===== config.mk =====
export PLATFORM = sky130hd
export DESIGN_NAME = qrsp_controller_flat
export DESIGN_NICKNAME = d
export VERILOG_FILES = /design/src/hdl/qrsp_pkg.sv /design/src/hdl/qrsp_if.sv /design/src/hdl/qrsp_controller.sv /design/src/flat_wrapper.sv
export SDC_FILE = /design/constraint.sdc
export NUM_CORES = 1
export LEC_CHECK = 0
export ABC_AREA = 1
export BUFFER_PORTS_ARGS = -buffer_cell sky130_fd_sc_hd__clkbuf_2
export CAP_MARGIN = 0
export CELL_PAD_IN_SITES_DETAIL_PLACEMENT = 0
export CELL_PAD_IN_SITES_GLOBAL_PLACEMENT = 1
export CORE_MARGIN = 5
export CORE_UTILIZATION = 41
export DETAILED_ROUTE_END_ITERATION = 10
export PLACE_DENSITY = 0.8
export SLEW_MARGIN = 20
export SYNTH_ARGS = -nofsm -noshare
export SYNTH_HDL_FRONTEND = slang
export SYNTH_SLANG_ARGS = --single-unit

===== constraint.sdc =====
create_clock -name clk_sys -period 2.9 [get_ports clk_sys]
set_input_delay 0.58 -clock clk_sys [delete_from_list [all_inputs] [get_ports clk_sys]]
set_output_delay 0.58 -clock clk_sys [all_outputs]
set_load 0.005 [all_outputs]

===== src/hdl/qrsp_pkg.sv =====
// shared constants, stage encoding and helpers for the burst sram port
package qrsp_pkg;

    // ========================================
    // organisation
    localparam int ADDR_W = 19;
    localparam int DATA_W = 36;
    localparam int LANES = 4;
    localparam int LANE_W = 9;
    localparam int BURST_LEN = 4;
    localparam int MEM_DEPTH = 1 << ADDR_W;
    localparam int BURST_W = BURST_LEN * DATA_W;
    localparam int BURST_LANES = BURST_LEN * LANES;

    // ========================================
    // values after reset
    localparam logic [DATA_W-1:0] DATA_RESET = 36'h0_0000_0000;
    localparam logic [ADDR_W-1:0] ADDR_RESET = 19'h0_0000;
    localparam logic [LANES-1:0] LANES_NONE = 4'hF;
    localparam logic [1:0] BEAT_FIRST = 2'h0;
    localparam logic [1:0] BEAT_LAST = 2'h3;

    // ========================================
    // burst stage of one port; K beats fall on even cycles of a command
    typedef enum logic [2:0] {
        STG_IDLE = 3'b000,
        STG_LATCH = 3'b001,
        STG_BEAT0 = 3'b010,
        STG_BEAT1 = 3'b011,
        STG_BEAT2 = 3'b100,
        STG_BEAT3 = 3'b101
    } qrsp_stage_e;

    // 2-bit linear wrap inside the aligned group of four
    function automatic logic [ADDR_W-1:0] burstAddr(
        input logic [ADDR_W-1:0] base,
        input logic [1:0] beat
    );
        return {base[ADDR_W-1:2], 2'(base[1:0] + beat)};
    endfunction

    function automatic logic [1:0] beatOf(input qrsp_stage_e s);
        case (s)
            STG_BEAT1: return 2'h1;
            STG_BEAT2: return 2'h2;
            STG_BEAT3: return 2'h3;
            default: return 2'h0;
        endcase
    endfunction

    function automatic qrsp_stage_e nextStage(
        input qrsp_stage_e s,
        input logic accept
    );
        if (accept) begin
            return STG_LATCH;
        end
        case (s)
            STG_LATCH: return STG_BEAT0;
            STG_BEAT0: return STG_BEAT1;
            STG_BEAT1: return STG_BEAT2;
            STG_BEAT2: return STG_BEAT3;
            default: return STG_IDLE;
        endcase
    endfunction

    function automatic logic isBeat(input qrsp_stage_e s);
        return (s == STG_BEAT0) || (s == STG_BEAT1) ||
            (s == STG_BEAT2) || (s == STG_BEAT3);
    endfunction

endpackage


===== src/hdl/qrsp_if.sv =====
// link between the memory controller and the burst sram port
`timescale 1ns/1ps
interface qrsp_if;
    logic kPhase;
    logic readSel_n;
    logic writeSel_n;
    logic [qrsp_pkg::ADDR_W-1:0] addr;
    logic [qrsp_pkg::DATA_W-1:0] dataIn;
    logic lane0_enable_n;
    logic lane1_enable_n;
    logic lane2_enable_n;
    logic lane3_enable_n;
    logic strobeTrue;
    logic strobeComp;
    logic [qrsp_pkg::DATA_W-1:0] dataOut;
    logic dataOutEn;
    logic busy;

    modport dev (
        input kPhase,
        input readSel_n,
        input writeSel_n,
        input addr,
        input dataIn,
        input lane0_enable_n,
        input lane1_enable_n,
        input lane2_enable_n,
        input lane3_enable_n,
        input strobeTrue,
        input strobeComp,
        output dataOut,
        output dataOutEn,
        output busy
    );

    modport ctrl (
        output kPhase,
        output readSel_n,
        output writeSel_n,
        output addr,
        output dataIn,
        output lane0_enable_n,
        output lane1_enable_n,
        output lane2_enable_n,
        output lane3_enable_n,
        output strobeTrue,
        output strobeComp,
        input dataOut,
        input dataOutEn,
        input busy
    );
endinterface


===== src/hdl/qrsp_controller.sv =====
// controller end: beat phase, command issue, write data and read capture
`timescale 1ns/1ps
module qrsp_controller (
    input wire logic clk_sys,
    input wire logic rst_n,
    input wire logic clkEn,
    qrsp_if.ctrl link,
    input wire logic singleClock,
    input wire logic stopReq,
    input wire logic rdReq,
    input wire logic [qrsp_pkg::ADDR_W-1:0] rdAddr,
    input wire logic wrReq,
    input wire logic [qrsp_pkg::ADDR_W-1:0] wrAddr,
    input wire logic [qrsp_pkg::BURST_W-1:0] wrData,
    input wire logic [qrsp_pkg::BURST_LANES-1:0] wrLanes_n,
    output logic rdReady,
    output logic wrReady,
    output logic [qrsp_pkg::BURST_W-1:0] rdData,
    output logic rdDone,
    output logic devClkEn
);

    qrsp_pkg::qrsp_stage_e rdStage;
    qrsp_pkg::qrsp_stage_e wrStage;
    qrsp_pkg::qrsp_stage_e next_wrStage;
    logic rdPend;
    logic wrPend;
    logic [qrsp_pkg::ADDR_W-1:0] rdPendAddr;
    logic [qrsp_pkg::ADDR_W-1:0] wrPendAddr;
    logic [qrsp_pkg::BURST_W-1:0] wrBuf;
    logic [qrsp_pkg::BURST_LANES-1:0] wrBufLanes_n;
    logic [1:0] capBeat;
    logic modeFixed;
    logic singleMode;
    logic run;
    logic issueRd;
    logic issueWr;
    logic [1:0] drvBeat;
    logic allIdle;

    // link logic only moves while the sram clock runs
    assign run = clkEn && devClkEn;

    // ========================================
    // issue decision, made one cycle ahead of the true beat
    always_comb begin
        issueRd = run && !link.kPhase && rdPend && !stopReq &&
            ((rdStage == qrsp_pkg::STG_IDLE) ||
            (rdStage == qrsp_pkg::STG_BEAT1) ||
            (rdStage == qrsp_pkg::STG_BEAT3));
        // read takes the beat, write waits for the next one
        issueWr = run && !link.kPhase && wrPend && !stopReq && !issueRd &&
            ((wrStage == qrsp_pkg::STG_IDLE) ||
            (wrStage == qrsp_pkg::STG_BEAT3));
        next_wrStage = qrsp_pkg::nextStage(wrStage,
            link.kPhase && !link.writeSel_n);
        drvBeat = qrsp_pkg::beatOf(next_wrStage);
        allIdle = (rdStage == qrsp_pkg::STG_IDLE) &&
            (wrStage == qrsp_pkg::STG_IDLE) && !link.busy;
    end

    // ========================================
    // beat phase and command pins
    always_ff @(posedge clk_sys or negedge rst_n) begin
        if (!rst_n) begin
            link.kPhase <= 1'b1;
            link.readSel_n <= 1'b1;
            link.writeSel_n <= 1'b1;
            link.addr <= qrsp_pkg::ADDR_RESET;
        end else if (run) begin
            link.kPhase <= !link.kPhase;
            link.readSel_n <= !issueRd;
            link.writeSel_n <= !issueWr;
            if (issueRd) begin
                link.addr <= rdPendAddr;
            end else if (issueWr) begin
                link.addr <= wrPendAddr;
            end
        end
    end

    // mirrors of the sram burst stages
    always_ff @(posedge clk_sys or negedge rst_n) begin
        if (!rst_n) begin
            rdStage <= qrsp_pkg::STG_IDLE;
            wrStage <= qrsp_pkg::STG_IDLE;
        end else if (run) begin
            rdStage <= qrsp_pkg::nextStage(rdStage,
                link.kPhase && !link.readSel_n);
            wrStage <= next_wrStage;
        end
    end

    // ========================================
    // user requests; one of each kind held at a time
    always_ff @(posedge clk_sys or negedge rst_n) begin
        if (!rst_n) begin
            rdPend <= 1'b0;
            wrPend <= 1'b0;
            rdPendAddr <= qrsp_pkg::ADDR_RESET;
            wrPendAddr <= qrsp_pkg::ADDR_RESET;
            wrBuf <= '0;
            wrBufLanes_n <= '1;
            rdReady <= 1'b0;
            wrReady <= 1'b0;
        end else if (clkEn) begin
            if (rdReq && rdReady) begin
                rdPend <= 1'b1;
                rdPendAddr <= rdAddr;
            end else if (issueRd) begin
                rdPend <= 1'b0;
            end
            if (wrReq && wrReady) begin
                wrPend <= 1'b1;
                wrPendAddr <= wrAddr;
                wrBuf <= wrData;
                wrBufLanes_n <= wrLanes_n;
            end else if (issueWr) begin
                wrPend <= 1'b0;
            end
            // buffer is free again once its last word is on the pins
            rdReady <= !rdPend && !(rdReq && rdReady);
            wrReady <= !wrPend && !(wrReq && wrReady) &&
                (next_wrStage != qrsp_pkg::STG_LATCH) &&
                !(qrsp_pkg::isBeat(next_wrStage) &&
                (next_wrStage != qrsp_pkg::STG_BEAT3));
        end
    end

    // ========================================
    // write data, one word per beat, word 0 on the next true beat
    always_ff @(posedge clk_sys or negedge rst_n) begin
        if (!rst_n) begin
            link.dataIn <= qrsp_pkg::DATA_RESET;
            {link.lane3_enable_n, link.lane2_enable_n,
                link.lane1_enable_n, link.lane0_enable_n} <=
                qrsp_pkg::LANES_NONE;
        end else if (run) begin
            // lanes outside a burst write nothing
            if (qrsp_pkg::isBeat(next_wrStage)) begin
                link.dataIn <= wrBuf[drvBeat*qrsp_pkg::DATA_W +:
                    qrsp_pkg::DATA_W];
                {link.lane3_enable_n, link.lane2_enable_n,
                    link.lane1_enable_n, link.lane0_enable_n} <=
                    wrBufLanes_n[drvBeat*qrsp_pkg::LANES +:
                    qrsp_pkg::LANES];
            end else begin
                link.dataIn <= qrsp_pkg::DATA_RESET;
                {link.lane3_enable_n, link.lane2_enable_n,
                    link.lane1_enable_n, link.lane0_enable_n} <=
                    qrsp_pkg::LANES_NONE;
            end
        end
    end

    // ========================================
    // read capture, word 0 in the low bits
    always_ff @(posedge clk_sys or negedge rst_n) begin
        if (!rst_n) begin
            capBeat <= qrsp_pkg::BEAT_FIRST;
            rdData <= '0;
            rdDone <= 1'b0;
        end else if (clkEn) begin
            rdDone <= run && link.dataOutEn &&
                (capBeat == qrsp_pkg::BEAT_LAST);
            if (run && link.dataOutEn) begin
                rdData[capBeat*qrsp_pkg::DATA_W +: qrsp_pkg::DATA_W] <=
                    link.dataOut;
                capBeat <= 2'(capBeat + 2'h1);
            end
        end
    end

    // ========================================
    // clock stop only with both ports quiet; the mode strap is fixed
    always_ff @(posedge clk_sys or negedge rst_n) begin
        if (!rst_n) begin
            devClkEn <= 1'b1;
            modeFixed <= 1'b0;
            singleMode <= 1'b0;
            link.strobeTrue <= 1'b0;
            link.strobeComp <= 1'b0;
        end else if (clkEn) begin
            // stop waits for every burst to complete
            if (!stopReq) begin
                devClkEn <= 1'b1;
            end else if (allIdle && link.readSel_n && link.writeSel_n) begin
                devClkEn <= 1'b0;
            end
            if (!modeFixed) begin
                modeFixed <= 1'b1;
                singleMode <= singleClock;
            end
            // tied high from the first edge in single clock mode
            if (modeFixed ? singleMode : singleClock) begin
                link.strobeTrue <= 1'b1;
                link.strobeComp <= 1'b1;
            end else if (run) begin
                link.strobeTrue <= !link.kPhase;
                link.strobeComp <= link.kPhase;
            end
        end
    end

endmodule


===== src/flat_wrapper.sv =====
// flat-port wrapper written by rule: the top's interface ports become plain ports
module qrsp_controller_flat 
  (clk_sys, rst_n, clkEn, singleClock, stopReq, rdReq, rdAddr, wrReq, wrAddr, wrData, wrLanes_n, rdReady, wrReady, rdData, rdDone, devClkEn, link_kPhase, link_readSel_n, link_writeSel_n, link_addr, link_dataIn, link_lane0_enable_n, link_lane1_enable_n, link_lane2_enable_n, link_lane3_enable_n, link_strobeTrue, link_strobeComp, link_dataOut, link_dataOutEn, link_busy);
  qrsp_if link_i ();
  input wire logic clk_sys;
  input wire logic rst_n;
  input wire logic clkEn;
  input wire logic singleClock;
  input wire logic stopReq;
  input wire logic rdReq;
  input wire logic [qrsp_pkg::ADDR_W-1:0] rdAddr;
  input wire logic wrReq;
  input wire logic [qrsp_pkg::ADDR_W-1:0] wrAddr;
  input wire logic [qrsp_pkg::BURST_W-1:0] wrData;
  input wire logic [qrsp_pkg::BURST_LANES-1:0] wrLanes_n;
  output logic rdReady;
  output logic wrReady;
  output logic [qrsp_pkg::BURST_W-1:0] rdData;
  output logic rdDone;
  output logic devClkEn;
  output wire logic [$bits(link_i.kPhase)-1:0] link_kPhase;
  output wire logic [$bits(link_i.readSel_n)-1:0] link_readSel_n;
  output wire logic [$bits(link_i.writeSel_n)-1:0] link_writeSel_n;
  output wire logic [$bits(link_i.addr)-1:0] link_addr;
  output wire logic [$bits(link_i.dataIn)-1:0] link_dataIn;
  output wire logic [$bits(link_i.lane0_enable_n)-1:0] link_lane0_enable_n;
  output wire logic [$bits(link_i.lane1_enable_n)-1:0] link_lane1_enable_n;
  output wire logic [$bits(link_i.lane2_enable_n)-1:0] link_lane2_enable_n;
  output wire logic [$bits(link_i.lane3_enable_n)-1:0] link_lane3_enable_n;
  output wire logic [$bits(link_i.strobeTrue)-1:0] link_strobeTrue;
  output wire logic [$bits(link_i.strobeComp)-1:0] link_strobeComp;
  input wire logic [$bits(link_i.dataOut)-1:0] link_dataOut;
  input wire logic [$bits(link_i.dataOutEn)-1:0] link_dataOutEn;
  input wire logic [$bits(link_i.busy)-1:0] link_busy;
  assign link_kPhase = link_i.kPhase;
  assign link_readSel_n = link_i.readSel_n;
  assign link_writeSel_n = link_i.writeSel_n;
  assign link_addr = link_i.addr;
  assign link_dataIn = link_i.dataIn;
  assign link_lane0_enable_n = link_i.lane0_enable_n;
  assign link_lane1_enable_n = link_i.lane1_enable_n;
  assign link_lane2_enable_n = link_i.lane2_enable_n;
  assign link_lane3_enable_n = link_i.lane3_enable_n;
  assign link_strobeTrue = link_i.strobeTrue;
  assign link_strobeComp = link_i.strobeComp;
  assign link_i.dataOut = link_dataOut;
  assign link_i.dataOutEn = link_dataOutEn;
  assign link_i.busy = link_busy;
  qrsp_controller u_core (.clk_sys(clk_sys), .rst_n(rst_n), .clkEn(clkEn), .link(link_i), .singleClock(singleClock), .stopReq(stopReq), .rdReq(rdReq), .rdAddr(rdAddr), .wrReq(wrReq), .wrAddr(wrAddr), .wrData(wrData), .wrLanes_n(wrLanes_n), .rdReady(rdReady), .wrReady(wrReady), .rdData(rdData), .rdDone(rdDone), .devClkEn(devClkEn));
endmodule

==> results of run 1 <==
synth_stat cells, drive strengths merged, types with 3 or more instances:
cell type	count
buf	107
nand4	5
o31ai	4
dfstp	24
nor2	144
a21oi	124
a31oi	14
clkbuf	41
nand2	640
o22ai	14
o211ai	20
ha	5
nand3b	35
o21ai	137
nor3	5
mux2	143
nand3	255
o21a	3
inv	126
or2	47
dfrtp	398
repair_timing:
item / 4_1_cts / 5_1_grt
hold buffers: 1 / 0
setup endpoints to repair: 0 / 0
hold endpoints to repair: 49 / 0
final timing paths:
check                                                 endpoint  cells past startpoint  slack, ns                               start
setup / recovery                u_core.rdData[107]$_DFFE_PN0P_                     11       0.28       u_core.capBeat[1]$_DFFE_PN0P_
hold / removal             u_core.wrBufLanes_n[12]$_DFFE_PN1P_                      3       0.21                       wrLanes_n[12]
setup reg to reg                u_core.rdData[107]$_DFFE_PN0P_                     11       0.28       u_core.capBeat[1]$_DFFE_PN0P_
hold reg to reg             u_core.wrBufLanes_n[2]$_DFFE_PN1P_                      2       0.48  u_core.wrBufLanes_n[2]$_DFFE_PN1P_
max in group asynchronous        u_core.rdData[79]$_DFFE_PN0P_                      4       1.46                               rst_n
min in group asynchronous     u_core.wrPendAddr[0]$_DFFE_PN0P_                      2       0.54                               rst_n
area by class of cell:
type,instances,share of cell area
Antenna cell,4,0.0004031
Clock buffer,69,0.05563
Timing Repair Buffer,520,0.1200
Tap cell,664,0.03346
Clock inverter,17,0.005996
Multi-Input combinational cell,1607,0.3385
Sequential cell,422,0.4265
Inverter,128,0.01955
power by group:
group | internal (mW) | switching [mW]
registers | 8.61 | 1.60
logic | 4.93 | 8.40
clock network | 3.48 | 2.51
total | 17.0 | 12.5
sequential cells by signal (all words and copies together) (netlist names), 2 cells and up:
| name | count |
|---|---|
| u_core.link.dataIn | 36 |
| u_core.wrPendAddr | 19 |
| u_core.link.addr | 19 |
| u_core.capBeat | 2 |
| u_core.rdPendAddr | 19 |
| u_core.rdData | 144 |
| u_core.wrStage | 3 |
| u_core.wrBufLanes_n | 16 |
| u_core.rdStage | 3 |
| u_core.wrBuf | 144 |
tightest hold or removal path: cells and delay by family:
kind	cells	cell delay (ns)
compound gates	1	0.05
buf+inv	1	0.08
simple gates	1	0.09
through the flow:
stage | power [mW] | cell area, um2
2_1_floorplan | 18.15 | 20160
3_3_place_gp | 23.28 | 23280
3_5_place_dp | 23.48 | 23280
4_1_cts | 29.66 | 24820
5_1_grt | 31.58 | 24830
6_report | 29.54 | 24830
cells by family (layout without fill, tap and decap cells):
kind of cell	count (synthesis)	count (layout)	share of synthesized area
and+or+nand+nor	1135	1135	0.2449
DFF	422	422	0.5254
AOI/OAI and AO/OA	321	321	0.08635
buffers and inverters	276	734	0.05891
muxes	145	145	0.08089
adders and majority gates	5	5	0.003104
xor gates and xnor gates	1	1	0.0004346
other	0	4	0
routing by layer:
layer	routed length [um]	global-route usage	vias to the layer above	share of wire
met4	3010	0.09583	4	0.041
met2	33940	0.4238	767	0.46
met3	5942	0.05662	159	0.081
met1	30170	0.3575	8889	0.41
li1	-	-	8437	-
met5	21	0	-	0.00029
==> flow_summary.toml, run 1 <==
[setup_path]
crit_fanout = 34
path_cells = "inv_1, ha_1, buf_4, nor2_1, inv_1, nor2_1, o21ai_0, o21ai_0, buf_4, nand2_1, nand2_1"
critical-path-max-stage-delay_ns = 0.62
path_class = "reg2reg"
cp.arrival_ns = 3.14
end_kind = "flop"
path_buf_inv = 4
cpLargestDelayFamily = "simple AND/OR/NAND/NOR gates"
start_kind = "flop"
cp.required_ns = 3.42
slowest_stage = "nor2_1"

[drt]
first_iter_violations = 1520
vias = 18256
drt-total-wl_um = 73080
vias_per_cell = 5.321
drtAntennaViolNets = 0
drc = 0
drt-wirelength-per-cell_um = 21.30
firstDrtPassIters = 6

[logic_synthesis]
mappedNetlistNets = 2553
yosysTopAreaCell = "dfrtp_1"
post-synth-top-area-fraction = 0.4941
synthArstFlopShare = 1.000
yosys_warnings = 0
synth_sequential_area_ratio = 0.5254
synth.cell_area_um2 = 20160
yosys-top-cells-area = "dfrtp_1 (49%), nand2_1 (12%), mux2_2 (8.0%)"
synth_area_per_cell_um2 = 8.744
yosys_most_used_dff = "dfrtp_1"
netlist-cell-type-count = 45
netlist_instances = 2305
synth_edf_count = 0
ys_ff_latch = 422

[power]
power_density_nw_per_um2 = 1190
leakagePower_nw = 12.83
ir_drop_uv = 777.3

[timing]
finalHoldViolCount = 0
slew_headroom = 0.4610
fin_skew_ns = 0.02160
fin_setup_tns_ns = 0
drv_slew = 0
holdWs_ns = 0.2102
rsz0062_at_grt = "false"
fin_crit_ns = 2.625
fmax_ghz = 0.3810
setup_viol = 0
max_slew.worst_pin.slew_ns = 0.8084
fin_crit_sh = 0.9051
final.setup.worst_slack_ns = 0.2751

[final_layout]
layout_common_cells = "nand2_1 (634), clkbuf_2 (453), dfrtp_1 (398), nand3_1 (255), mux2_2 (143)"
multiInputGateArea_um2 = 8406
drive_gt1_frac = 0.2939
final_common_cell = "nand2_1"
nFillCells = 4628
seqCellArea_um2 = 10590
final_core_util = 0.5094
nets = 2974
area_delta_synth_final_pct = 23.20
fin_cells = 3431

[clock_network]
cts_root_buf = "clkbuf_16"
cts.reportedPaths.clkPinSlew_ns = 0.06
clock_latency_ns = 0.60
clockBufferDepth = 3
cts_buffers = 47
cts_tree = "yes"
cts_post_setup_buffers_inserted = 0
clock_sinks = 422
ctsResizeCount = 0
htree_num_levels = 2

[global_route]
grt_pass1_vias = 18166
antenna_found_initial = 6
grt_overflow = 0
grt_usage = 0.2646
grt_pass1_wl_um = 110500
grt_max_degree = 79

[floorplanning]
boundaryPins = 455
die_w_um = 231.7
die_h_um = 231.7
core_area_um2 = 48750
initial_core_util = 0.4135
rows = 81
die_area_um2 = 53690

[place]
gp_congestion = 0.9867
io_buffers = 454
preCtsSetupSlack_ns = 0.3783
dpl.hpwl_um = 53370
dp.cells = 3340

[outcome]
outcome = "finished, final reports clean"

[flow_run]
maxCapViolations = 0

[worst_hold_path]
holdCritPathClass = "in2reg"
(Power assumes the default switching activity.)
==> run 2: changes to the inputs <==
Settings changed: CAP_MARGIN 0 to unset, CORE_UTILIZATION 41 to 30, PLACE_DENSITY 0.8 to 0.61.
==> flow_summary.toml, run 2 (same netlist as run 1, synthesis figures left out) <==
[outcome]
outcome = "finished, final reports clean"

[setup_path]
reg2reg_to = "u_core.rdData[95]$_DFFE_PN0P_"
path_common_cell = "nand2_1"
r2r_slack_ns = 0.37
r2r_cells = 10
reg2reg_from = "u_core.capBeat[0]$_DFFE_PN0P_"
crit_fanout = 28
start_kind = "flop"
path_class = "reg2reg"
cpLargestDelayFamily = "compound AO/OA/AOI/OAI gates"
cp.required_ns = 3.38
end_kind = "flop"
slowest_stage = "dfrtp_1"
path_cells = "inv_2, ha_1, inv_2, nand3_1, nand2_1, o21ai_0, o21ai_0, buf_4, nand2_1, nand2_1"
cp.arrival_ns = 3.00
path_buf_inv = 3
critical-path-max-stage-delay_ns = 0.42

[clock_network]
htree_num_levels = 2
postCtsHoldBufs = 0
cts_post_setup_buffers_inserted = 0
clock_sinks = 422
cts_root_buf = "clkbuf_16"
cts_buffers = 51
clockBufferDepth = 3
clock_latency_ns = 0.61
ctsResizeCount = 0
cts_tree = "yes"
cts.reportedPaths.clkPinSlew_ns = 0.06

[drt]
firstDrtPassIters = 5
drc = 0
first_iter_violations = 1395
drtAntennaViolNets = 0
drt-total-wl_um = 80830
vias = 18059
vias_per_cell = 4.933
drt-wirelength-per-cell_um = 22.08

[power]
leakagePower_nw = 12.94
combPwrFrac = 0.454
pwr-share-seq = 0.332
intPower_mw = 17.51
netSwitchingPower_mw = 12.97
power_frac_clock = 0.214
power_density_nw_per_um2 = 1204
switching_share = 0.4255
ir_drop_uv = 561.5

[flow_run]
maxCapViolations = 0

[floorplanning]
boundaryPins = 455
rows = 95
die_area_um2 = 72470
initial_core_util = 0.3012
die_w_um = 269.2
die_h_um = 269.2
core_area_um2 = 66920

[timing]
fmax_ghz = 0.3959
finalHoldViolCount = 0
rsz0062_at_grt = "false"
fin_crit_sh = 0.8711
max_slew.worst_pin.slew_ns = 0.8613
slew_headroom = 0.4252
fin_setup_tns_ns = 0
fin_skew_ns = 0.03140
fin_crit_ns = 2.526
setup_viol = 0
drv_slew = 0

[place]
gp_congestion = 0.9074
io_buffers = 454
dp.cells = 3561
dpl.hpwl_um = 58670

[final_layout]
nets = 2989
reg_top3 = "u_core.rdData x144, u_core.wrBuf x144, u_core.link.dataIn x36"
fin_cells = 3661
drive_gt1_frac = 0.2992
final_common_cell = "nand2_1"
layout_common_cells = "nand2_1 (633), clkbuf_2 (453), dfrtp_1 (398), nand3_1 (255), mux2_2 (143)"
area_delta_synth_final_pct = 25.55

[global_route]
antenna_found_initial = 13
grt_max_degree = 72
grt_pass1_vias = 18944
grt_pass1_wl_um = 121500
grt_overflow = 0
grt_usage = 0.2149

[worst_hold_path]
holdCritPathClass = "in2async"
run 2: cell types whose count changed in the layout (fill, tap and decap cells not counted), sizes merged, moves of 2 or more:
cell	change
bufinv	+2
clkbuf	+6
buf	+12
clkinv	-2
diode	+3
run 2: power by group through the flow:
stage,clock [mW],sequential [mW],combinational (mW)
after global routing,6.99,10.4,15.3
after floorplan,0,9.81,8.34
final,6.52,10.1,13.8
after detailed placement,0,10.2,13.9
after global placement,0,10.1,13.8
after CTS,6.73,10.1,14.0
run 2: area by class of cell:
type                    count  area [um2]
repair buffers            531        3010
well taps                 873        1092
multi-input cells        1607        8411
fillers                  6910       41610
flip-flops and latches    422       10590
clock inverters            18       232.7
diodes                      7       17.52
inverters                 128       485.5
clock buffers              75        1466
run 2: worst max-delay path by stage:
stage	start	endpoint	cells after the start	slack, ns
6_report	u_core.capBeat[0]$_DFFE_PN0P_	u_core.rdData[95]$_DFFE_PN0P_	10	0.37
5_1_grt	u_core.capBeat[0]$_DFFE_PN0P_	u_core.rdData[63]$_DFFE_PN0P_	10	0.26
4_1_cts	u_core.capBeat[0]$_DFFE_PN0P_	u_core.rdData[47]$_DFFE_PN0P_	11	0.37
3_5_place_dp	u_core.capBeat[0]$_DFFE_PN0P_	u_core.rdData[111]$_DFFE_PN0P_	11	0.43
3_3_place_gp	u_core.capBeat[0]$_DFFE_PN0P_	u_core.rdData[27]$_DFFE_PN0P_	7	0.38
2_1_floorplan	u_core.capBeat[0]$_DFFE_PN0P_	u_core.rdData[25]$_DFFE_PN0P_	14	0.70
run 2: worst reg2reg max path, cell delays in order, from the launching register on:
cell	delay [ns]
dfrtp_1	0.42
inv_2	0.12
ha_1	0.24
inv_2	0.24
nand3_1	0.15
nand2_1	0.09
o21ai_0	0.40
o21ai_0	0.35
buf_4	0.26
nand2_1	0.07
nand2_1	0.06
run 2: stage by stage:
step                area, um2  hold WS, ns  utilization  total power [mW]  setup WS, ns
finish                  25310   0.00005651       0.3781             30.47        0.3739
global route            25300      0.03576       0.3781             32.72        0.2648
CTS                     25290     0.005874       0.3779             30.81        0.3714
detailed placement      23590       0.4646       0.3525             24.09        0.4321
global placement        23590       0.4614       0.3525             23.93        0.3775
floorplan               20160       0.2844            -             18.15        0.6978
run 2: metal layers:
layer  track usage  vias up  share of wire
met3       0.06099      136          0.074
li1              -     8474              -
met4       0.06923       10          0.030
met5             0        -        0.00069
met1        0.2817     8855           0.43
met2        0.3456      584           0.46
